**src/hw/wmg_consts.vh**
```
// Constants and register map for the wake input measurement gating block
//
// Functional notes
// - Measurement operative only in normal mode
// - Measure enable bit cleared after reset
// - Disabled: normal wake, level, switch open
// - Enabled and normal mode: switch closed
// - Enabled, other modes: switch held open
// - Enabled: both pull sources forced off
// - Enabled: input detection signals gated off
// - Enabled: pull/filter/wake settings ignored, writable
// - Enabled: no status or level updates
// - Sleep with only measured sources: error, restart
// - Short filter nominally 16 us
// - Long filter nominally 64 us
// - Filter field: 16us, 64us, cyclic T1/T2
// - Wake only if level stable through filter
// - Pull field: none, down, up, automatic
`ifndef WMG_CONSTS_VH
`define WMG_CONSTS_VH

`define WMG_ADR_CTRL      4'h0
`define WMG_ADR_PULL      4'h1
`define WMG_ADR_FILT      4'h2
`define WMG_ADR_WKEN      4'h3
`define WMG_ADR_WSTAT     4'h4
`define WMG_ADR_LVL       4'h5
`define WMG_ADR_IRQ_STAT  4'h6
`define WMG_ADR_IRQ_MASK  4'h7
`define WMG_ADR_MODE      4'h8

`define WMG_CTRL_MEAS_BIT 0
`define WMG_CTRL_RST      1'b0
`define WMG_PULL_RST      4'h0
`define WMG_FILT_RST      4'h0
`define WMG_WKEN_RST      2'h0
`define WMG_MASK_RST      2'h0

`define WMG_MODE_NORMAL   3'h0
`define WMG_MODE_STOP     3'h1
`define WMG_MODE_SLEEP    3'h2
`define WMG_MODE_RESTART  3'h3

`define WMG_PULL_NONE     2'h0
`define WMG_PULL_DOWN     2'h1
`define WMG_PULL_UP       2'h2
`define WMG_PULL_AUTO     2'h3

`define WMG_CLK_MHZ       40
`define WMG_T_SHORT_US    16
`define WMG_T_LONG_US     64
`define WMG_CYC_SHORT     (`WMG_T_SHORT_US * `WMG_CLK_MHZ)
`define WMG_CYC_LONG      (`WMG_T_LONG_US * `WMG_CLK_MHZ)

`endif

```
**src/hw/wmg_top.v**
```verilog
// Wake input measurement gating with Wishbone registers
`timescale 1ns/1ps
`default_nettype none
`include "wmg_consts.vh"

module wmg_top (
    input  wire        clk_i,
    input  wire        rst_i,
    input  wire        ce_i,
    input  wire        wb_cyc_i,
    input  wire        wb_stb_i,
    input  wire        wb_we_i,
    input  wire [3:0]  wb_adr_i,
    input  wire [3:0]  wb_sel_i,
    input  wire [31:0] wb_dat_i,
    output reg  [31:0] wb_dat_o,
    output reg         wb_ack_o,
    input  wire [1:0]  hv_input_i,
    input  wire [1:0]  cyc_window_i,
    input  wire [2:0]  mode_i,
    input  wire        sleep_cmd_i,
    input  wire        other_wake_src_i,
    output reg         measure_switch_o,
    output reg  [1:0]  pull_up_en_o,
    output reg  [1:0]  pull_down_en_o,
    output reg         cmd_error_o,
    output reg         restart_req_o,
    output reg         sleep_ok_o,
    output reg         irq_o
);

    reg        measure_enable_bit_q;
    reg [3:0]  pull_config_register_q;
    reg [3:0]  filter_config_register_q;
    reg [1:0]  wake_enable_register_q;
    reg [1:0]  wake_source_status_q;
    reg [1:0]  input_level_status_q;
    reg [1:0]  irq_stat_q;
    reg [1:0]  irq_mask_q;
    reg [1:0]  wake_evt;

    wire       meas_on = measure_enable_bit_q;
    wire       normal  = (mode_i == `WMG_MODE_NORMAL);
    wire       wr      = wb_cyc_i & wb_stb_i & wb_we_i & ~wb_ack_o & wb_sel_i[0] & ce_i;
    wire       rd_req  = wb_cyc_i & wb_stb_i & ~wb_ack_o & ce_i;
    // Only-measured-source sleep attempt
    wire       bad_sleep = sleep_cmd_i & meas_on & (|wake_enable_register_q)
                           & ~other_wake_src_i;
    wire       sleep_err_evt = bad_sleep & ce_i;
    // Filter end counts, cut to the counter width on purpose
    localparam [31:0] LIM_SHORT_W = `WMG_CYC_SHORT - 1;
    localparam [31:0] LIM_LONG_W  = `WMG_CYC_LONG - 1;

    genvar g;
    generate
        for (g = 0; g < 2; g = g + 1) begin : g_ch
            reg        lvl_q;
            reg [11:0] cnt_q;
            reg        run_q;
            wire [1:0] flt   = filter_config_register_q[2*g+1:2*g];
            wire [1:0] pull  = pull_config_register_q[2*g+1:2*g];
            // Gated detection signal
            wire       sense = hv_input_i[g] & ~meas_on;
            wire       cyc_ok = ~flt[1] | cyc_window_i[g];
            wire [11:0] lim  = (flt == 2'h1) ? LIM_LONG_W[11:0]
                                             : LIM_SHORT_W[11:0];
            always @(posedge clk_i) begin
                if (rst_i) begin
                    lvl_q <= 1'b0;
                    cnt_q <= 12'h000;
                    run_q <= 1'b0;
                end else if (ce_i) begin
                    if (meas_on) begin
                        run_q <= 1'b0;
                        cnt_q <= 12'h000;
                    end else if (!cyc_ok) begin
                        run_q <= 1'b0;
                    end else if (sense != lvl_q && !run_q) begin
                        run_q <= 1'b1;
                        cnt_q <= 12'h000;
                    end else if (run_q) begin
                        if (sense == lvl_q) begin
                            run_q <= 1'b0;
                        end else if (cnt_q == lim) begin
                            run_q <= 1'b0;
                            lvl_q <= sense;
                        end else begin
                            cnt_q <= cnt_q + 12'h001;
                        end
                    end
                end
            end
            always @* begin
                wake_evt[g] = ce_i & run_q & ~meas_on & cyc_ok & (sense != lvl_q) & (cnt_q == lim)
                              & wake_enable_register_q[g];
            end
            always @(posedge clk_i) begin
                if (rst_i) begin
                    pull_up_en_o[g]   <= 1'b0;
                    pull_down_en_o[g] <= 1'b0;
                end else if (ce_i) begin
                    if (meas_on) begin
                        pull_up_en_o[g]   <= 1'b0;
                        pull_down_en_o[g] <= 1'b0;
                    end else begin
                        pull_up_en_o[g]   <= (pull == `WMG_PULL_UP) |
                                             ((pull == `WMG_PULL_AUTO) & lvl_q);
                        pull_down_en_o[g] <= (pull == `WMG_PULL_DOWN) |
                                             ((pull == `WMG_PULL_AUTO) & ~lvl_q);
                    end
                end
            end
            always @(posedge clk_i) begin
                if (rst_i) begin
                    input_level_status_q[g] <= 1'b0;
                end else if (ce_i && !meas_on && cyc_ok) begin
                    input_level_status_q[g] <= lvl_q;
                end
            end
        end
    endgenerate

    // Switch follows bit and mode; registered from the current bit and mode, one cycle behind them
    always @(posedge clk_i) begin
        if (rst_i) begin
            measure_switch_o <= 1'b0;
        end else if (ce_i) begin
            measure_switch_o <= measure_enable_bit_q & normal;
        end
    end

    // Sleep command outcome
    always @(posedge clk_i) begin
        if (rst_i) begin
            cmd_error_o   <= 1'b0;
            restart_req_o <= 1'b0;
            sleep_ok_o    <= 1'b0;
        end else if (ce_i) begin
            restart_req_o <= bad_sleep;
            sleep_ok_o    <= sleep_cmd_i & ~bad_sleep;
            if (bad_sleep) begin
                cmd_error_o <= 1'b1;
            end else if (wr && wb_adr_i == `WMG_ADR_CTRL && wb_dat_i[1]) begin
                cmd_error_o <= 1'b0;
            end
        end
    end

    // Register writes
    always @(posedge clk_i) begin
        if (rst_i) begin
            measure_enable_bit_q     <= `WMG_CTRL_RST;
            pull_config_register_q   <= `WMG_PULL_RST;
            filter_config_register_q <= `WMG_FILT_RST;
            wake_enable_register_q   <= `WMG_WKEN_RST;
            irq_mask_q               <= `WMG_MASK_RST;
        end else if (wr) begin
            case (wb_adr_i)
                `WMG_ADR_CTRL: measure_enable_bit_q <= wb_dat_i[`WMG_CTRL_MEAS_BIT];
                `WMG_ADR_PULL: pull_config_register_q <= wb_dat_i[3:0];
                `WMG_ADR_FILT: filter_config_register_q <= wb_dat_i[3:0];
                `WMG_ADR_WKEN: wake_enable_register_q <= wb_dat_i[1:0];
                `WMG_ADR_IRQ_MASK: irq_mask_q <= wb_dat_i[1:0];
                default: ;
            endcase
        end
    end

    // Sticky status: set wins over write-one-to-clear
    wire       clr_ws = wr && (wb_adr_i == `WMG_ADR_WSTAT);
    wire       clr_is = wr && (wb_adr_i == `WMG_ADR_IRQ_STAT);
    wire [1:0] irq_ev = {sleep_err_evt, |wake_evt};
    wire [1:0] irq_nx = (irq_stat_q & ~({2{clr_is}} & wb_dat_i[1:0])) | irq_ev;
    always @(posedge clk_i) begin
        if (rst_i) begin
            wake_source_status_q <= 2'h0;
            irq_stat_q           <= 2'h0;
            irq_o                <= 1'b0;
        end else if (ce_i) begin
            wake_source_status_q <= (wake_source_status_q & ~({2{clr_ws}} & wb_dat_i[1:0]))
                                    | wake_evt;
            irq_stat_q <= irq_nx;
            irq_o      <= |(irq_nx & irq_mask_q);
        end
    end

    // Bus answer: ack one cycle after request
    always @(posedge clk_i) begin
        if (rst_i) begin
            wb_ack_o <= 1'b0;
            wb_dat_o <= 32'h00000000;
        end else if (ce_i) begin
            wb_ack_o <= rd_req;
            wb_dat_o <= 32'h00000000;
            if (rd_req && !wb_we_i) begin
                case (wb_adr_i)
                    `WMG_ADR_CTRL:     wb_dat_o <= {30'h0, cmd_error_o, measure_enable_bit_q};
                    `WMG_ADR_PULL:     wb_dat_o <= {28'h0, pull_config_register_q};
                    `WMG_ADR_FILT:     wb_dat_o <= {28'h0, filter_config_register_q};
                    `WMG_ADR_WKEN:     wb_dat_o <= {30'h0, wake_enable_register_q};
                    `WMG_ADR_WSTAT:    wb_dat_o <= {30'h0, wake_source_status_q};
                    `WMG_ADR_LVL:      wb_dat_o <= {30'h0, input_level_status_q};
                    `WMG_ADR_IRQ_STAT: wb_dat_o <= {30'h0, irq_stat_q};
                    `WMG_ADR_IRQ_MASK: wb_dat_o <= {30'h0, irq_mask_q};
                    `WMG_ADR_MODE:     wb_dat_o <= {29'h0, mode_i};
                    default:           wb_dat_o <= 32'h00000000;
                endcase
            end
        end
    end

endmodule // wmg_top
`default_nettype wire

```
**config.mk**
```make
export PLATFORM = sky130hd
export DESIGN_NAME = wmg_top
export DESIGN_NICKNAME = d
export VERILOG_FILES = /design/src/hw/wmg_top.v
export VERILOG_INCLUDE_DIRS = /design/src /design/src/hw
export SDC_FILE = /design/constraint.sdc
export NUM_CORES = 1
export LEC_CHECK = 0
export ABC_CLOCK_PERIOD_IN_PS = 3800
export BUFFER_PORTS_ARGS = -buffer_cell sky130_fd_sc_hd__buf_4
export CELL_PAD_IN_SITES_DETAIL_PLACEMENT = 1
export CELL_PAD_IN_SITES_GLOBAL_PLACEMENT = 2
export CORE_ASPECT_RATIO = 1.5
export CORE_MARGIN = 1
export CORE_UTILIZATION = 32
export CTS_CLUSTER_DIAMETER = 80
export DETAILED_ROUTE_END_ITERATION = 6
export GPL_ROUTABILITY_DRIVEN = 0
export PLACE_DENSITY_LB_ADDON = 0.12
export SLEW_MARGIN = 20
export SYNTH_ARGS = -nofsm -noshare
export SYNTH_HDL_FRONTEND = slang
export SYNTH_SLANG_ARGS = --single-unit
```
**constraint.sdc**
```tcl
create_clock -name clk_i -period 3.8 [get_ports clk_i]
set_clock_uncertainty 0.1 [all_clocks]
set_input_delay 0.38 -clock clk_i [delete_from_list [all_inputs] [get_ports clk_i]]
set_output_delay 0.38 -clock clk_i [all_outputs]
set_load 0.02 [all_outputs]
```
## Word-level counts from Yosys, hierarchy flattened

Index checks and enable logic that the tools add are counted.

- Add/sub/neg operators: 2
- Bitwise operators: 58
- Equality and inequality tests: 26
- Multiplexer cells: 34
- Reduce and logical (&&, ||, !) cells: 34

Operators by type and width:

| cell | count |
|---|---|
| 2-to-1 mux 12 bit | 14 |
| case mux 4 bit (9 select lines) | 1 |
| AND 1 bit | 31 |
| adder 12 x 1 -> 12 bit, second input constant | 2 |
| == test 12 bit | 2 |
| 2-to-1 mux 1 bit | 18 |
| == test 4 x 3 -> 1 bit, second input constant | 4 |
| AND reduction 7 bit | 2 |
| != test 3 bit, second input constant | 4 |
| inverter 1 bit | 12 |
| AND reduction 2 bit | 6 |
| AND 2 bit | 5 |
| logical AND 1 bit | 10 |
| AND reduction 5 bit | 2 |
| == test 2 x 1 -> 1 bit, second input constant | 4 |
| == test 2 bit, second input constant | 4 |
| == test 4 x 2 -> 1 bit, second input constant | 2 |
| bitwise OR 1 bit | 6 |
| nonzero test 2 bit | 3 |
| nonzero test 3 bit | 2 |
| OR reduction 2 bit | 3 |
| == test 4 x 1 -> 1 bit, second input constant | 1 |
| == test 4 bit, second input constant | 1 |
| logical NOT 1 bit | 4 |
| other kinds (7) | 11 |

- Register bits after elaboration: 89
- Output and inout bits: 42
- Input bits: 55
- Logic and storage cells: 180

## Depth between registers and ports, before layout

- Depth in word-level cells: 12
- Gate-level depth with buffers: 8

## Worst setup path before layout

OpenSTA, ideal clock, no wires.

- Path kind: input port to flip-flop
- From: input ce_i
- To: register pull_config_register_q[0]
- Setup slack: 1668 ps
- Stages on the path: 7
- Data required time: 3572 ps
- Buffers on the path: 2
- Setup time: 128 ps
- Data arrival time: 1904 ps
- Path through: buf_4 -> nand4b_1 -> or4_1 -> clkbuf_1 -> nor3b_2 -> mux2i_1 -> nor2_1

- Cells in the longest elaborated chain, start to end: 2

RTL lines:

| item | RTL line | text |
|---|---|---|
| from (decl) | wmg_top.v:9 | `input wire ce_i,` |
| AND 1 bit | wmg_top.v:44 | `wire wr = wb_cyc_i & wb_stb_i & wb_we_i & ~wb_ack_o & wb_sel_i[0] & ce_i;` |
| AND reduction 2 bit (no source line) | -- |  |
| to (signal assigned) | wmg_top.v:153 | `` pull_config_register_q <= `WMG_PULL_RST; `` |
| to (signal assigned) | wmg_top.v:160 | `` `WMG_ADR_PULL: pull_config_register_q <= wb_dat_i[3:0]; `` |
| to (decl) | wmg_top.v:33 | `reg [3:0] pull_config_register_q;` |

Every way passes these cells.
A chain may end at the register's enable or synchronous reset.

## Worst setup path in the final report

- From: register measure_enable_bit_q, in the netlist meas_on
- To: register g_ch[0].cnt_q[5]

- Cells in the longest elaborated chain, start to end: 7
- Elaborated cells between the ends (all ways): 13
- Classes of those cells: eq/ne (4); mux (3); bitwise (2); reduce/logical (4)

RTL lines:

| item | RTL line | text |
|---|---|---|
| from (decl) | wmg_top.v:32 | `reg measure_enable_bit_q;` |
| from (signal assigned) | wmg_top.v:152 | `` measure_enable_bit_q <= `WMG_CTRL_RST; `` |
| from (signal assigned) | wmg_top.v:159 | `` `WMG_ADR_CTRL: measure_enable_bit_q <= wb_dat_i[`WMG_CTRL_MEAS_BIT]; `` |
| inverter 1 bit (no source line) | -- |  |
| AND 1 bit | wmg_top.v:63 | `wire sense = hv_input_i[g] & ~meas_on;` |
| != test 1 bit | wmg_top.v:78 | `end else if (sense != lvl_q && !run_q) begin` |
| logical AND 1 bit | wmg_top.v:78 |  |
| 2-to-1 mux 12 bit | wmg_top.v:78 |  |
| 2-to-1 mux 12 bit | wmg_top.v:76 | `end else if (!cyc_ok) begin` |
| 2-to-1 mux 12 bit | wmg_top.v:73 | `if (meas_on) begin` |
| to (signal assigned) | wmg_top.v:88 | `cnt_q <= cnt_q + 12'h001;` |
| to (decl) | wmg_top.v:58 | `reg [11:0] cnt_q;` |

Parallel ways exist; a longest one is shown, timed or not. The select of a mux whose other input is x is not followed.

==> metrics.txt <==
outcome=completed; fin nets=496; area grow syn2layout=17.7%; synthesized area=3400 sq um; DR vias/cell=5.06; final hold violation count=0; Seq/Total Area, Yosys=35.9%; Reg2Reg Capture Point=g_ch[0].cnt_q[5]; net switching power=~390 uW; GRT overflow=0; FF/Latch Area=roughly 1200 sq um; Worst R2R Path Depth=6; Post-synth EDFFs=0; routed len/inst=15.8 um; Synth Register Bits=61; share of cells above drive strength 1=17.8%; required time worst endpoint=a little under 4 ns; via count=2961; # H-tree levels=3; CTS tree=built; largest stage delay on the critical path=0.70 ns; Longest Clk Path Bufs=2; Peak VDD IR=around 270 uV; Worst Hold End=filter_config_register_q[2]; ys flop type=dfxtp_1; PostCTS Resize Cnt=0; Layout fillers=1251; Worst Path Buf+Inv=0; CP arrival=2.53 ns; reg2reg setup slack=1.37 ns; initial core utilization=33.2%; num rows=45; first-pass GRT wire length=15300 um; worst slew pin tran=0.593 ns; port bufs=37; Reg power frac=38.8%; most frequent cells in the layout=61 x dfxtp_1, 47 x nor2_1, 40 x buf_4; Final Cycle Share=63.9%; Cells on Worst Hold Path=3; setup_tns=0 ns; detailed placement HPWL=6660 um; ys async rst share=0%; Hold Crit Class=in2reg; minimum clock period=2.43 ns; GRT Overall Usage=18.2%; vias in the first global route=3031; IO Count=between 90 and 100; Fmax achieved=0.412 GHz; hold slack=0.197 ns; slew margin rel.=approximately three fifths; crit path launch type=flop; Mapped Cells=409; syn avg cell area=8.31 sq um; drt total wl=9250 um; Critical-path top delay cell=or4_2; die area=11100 sq um; drc violations=0; Pwr Density=419 nW/um^2; CTS Buf Count=9; Worst R2R Start=meas_on; Worst Path Class, Setup=reg2reg; clk slew on worst S/H paths=0.05 ns; setup violators final=0; 1st-pass router iterations=4; antenna-violating nets left=0; Die W=86.2 um; Core Region=10200 sq um; Yosys warning count=0; CTS Hold Bufs=0; Inserted Diodes=0; max_cap viols=0; switch share=23.0%; clock power share=~54%; Netlist cell types=67; static leakage=1.45 nW; CP Cell Sequence=nor2b_1 -> xor2_1 -> a31oi_2 -> or4_2 -> xor2_1 -> nor2_1; initial antenna violation count=0; area of the multi-input gates=1940 sq um; DR iter-0 viols=79; most numerous cell on the critical path=xor2_1; CTS sink count=just over 60; internal power=around 1.3 mW; root buf cell=clkbuf_16; largest net degree at the start of global routing=43; RSZ-0062 raised after global routing=no; most common cell after layout, fill and taps aside=dfxtp_1; Top delay family on crit path=simple AND/OR/NAND/NOR gates; Comb pwr share=7.5%; CP endpoint kind=flop; DIE HEIGHT=128 um; Clock Latency Late Sink=0.33 ns; Max FO, Critical Path=13; Final Max Slew Viols=0; postcts setup bufs=0; Hold Startpoint=wb_dat_i[2]
-- cells by family (layout without fill, tap and decap cells) --
kind of cell	after synthesis	in the layout	share of synthesized area, %
XOR/XNOR	12	12	3.09
buffers and inverters	57	65	9.90
other	1	28	0.110
multiplexers	24	24	7.17
AO/OA/AOI/OAI	83	83	16.0
adder cells (fa/ha/maj)	2	2	0.736
AND/OR/NAND/NOR	169	169	27.0
flip-flops	61	61	35.9
-- area by class of cell --
class,instances,area share [%]
inverter,9,0.844
sequential,61,30.5
timing repair buffer,40,7.50
multi-input combinational,318,48.6
clock inverter,4,1.75
tap,141,4.41
clock buffer,12,6.41
-- worst register-to-register path: stages (launching register included) --
cell and delay, ns:
dfxtp_1 0.63, nor2b_1 0.14, xor2_1 0.28, a31oi_2 0.25, or4_2 0.70, xor2_1 0.15, nor2_1 0.05
-- Yosys cell counts (all sizes together), types with 9 or more instances --
cell	number	area, sq um
nand2	35	131
or3	10	62.6
mux2i	21	210
nor2b	10	62.6
o21ai	19	95.1
a21oi	35	201
buf	33	243
nand3	13	65.1
dfxtp	61	1220
nor2	48	183
inv	9	33.8
clkbuf	15	60.1
-- per-layer routing --
metal | vias up | track usage (%) | share of wire (%)
met5 | - | 0 | 0
met4 | 0 | 6.18 | 1.5
met3 | 10 | 3.99 | 2.2
met2 | 30 | 32.9 | 53
met1 | 1458 | 20.8 | 44
li1 | 1463 | - | -
-- stage by stage --
stage | setup WS (ns) | utilization, % | total power [mW] | cell area, sq um | std cells
after floorplan | 1.67 | - | 0.769 | 3500 | 436
after global placement | 1.23 | 35.9 | 0.790 | 3680 | 569
after detailed placement | 1.20 | 35.9 | 0.791 | 3680 | 569
after CTS | 1.34 | 39.1 | 1.70 | 4000 | 585
after global routing | 1.15 | 39.1 | 1.74 | 4000 | 585
final | 1.37 | 39.1 | 1.68 | 4000 | 585
-- worst max-delay path by stage --
stage / startpoint / endpoint / slack [ns] / depth (start not counted)
2_1_floorplan: ce_i / pull_config_register_q[0] / 1.67 / 7
3_3_place_gp: ce_i / pull_config_register_q[3] / 1.23 / 6
3_5_place_dp: ce_i / pull_config_register_q[3] / 1.20 / 6
4_1_cts: meas_on / g_ch[0].cnt_q[5] / 1.34 / 6
5_1_grt: meas_on / g_ch[0].cnt_q[3] / 1.15 / 6
6_report: meas_on / g_ch[0].cnt_q[5] / 1.37 / 6
-- power groups by stage --
stage / clock network, mW / logic, mW / registers [mW]
after floorplan: 0 / 0.104 / 0.665
after global placement: 0 / 0.126 / 0.664
after detailed placement: 0 / 0.127 / 0.664
after CTS: 0.922 / 0.127 / 0.651
after global routing: 0.948 / 0.139 / 0.651
final: 0.900 / 0.126 / 0.651
-- state kept, by name, summed over array words and instances (netlist names) --
| register | cells |
|---|---|
| g_ch.cnt_q | 24 |
| wake_enable_register_q | 2 |
| measure_switch_o | 1 |
| pull_down_en_o | 2 |
| wb_ack_o | 1 |
| g_ch.run_q | 2 |
| irq_mask_q | 2 |
| cmd_error_o | 1 |
| pull_config_register_q | 4 |
| sleep_ok_o | 1 |
| g_ch.lvl_q | 2 |
| pull_up_en_o | 2 |
| irq_stat_q | 2 |
| filter_config_register_q | 4 |
| wb_dat_o | 4 |
| wake_source_status_q | 2 |
| meas_on | 1 |
| restart_req_o | 1 |
| irq_o | 1 |
| input_level_status_q | 2 |
Power figures use the tool's default switching activity.
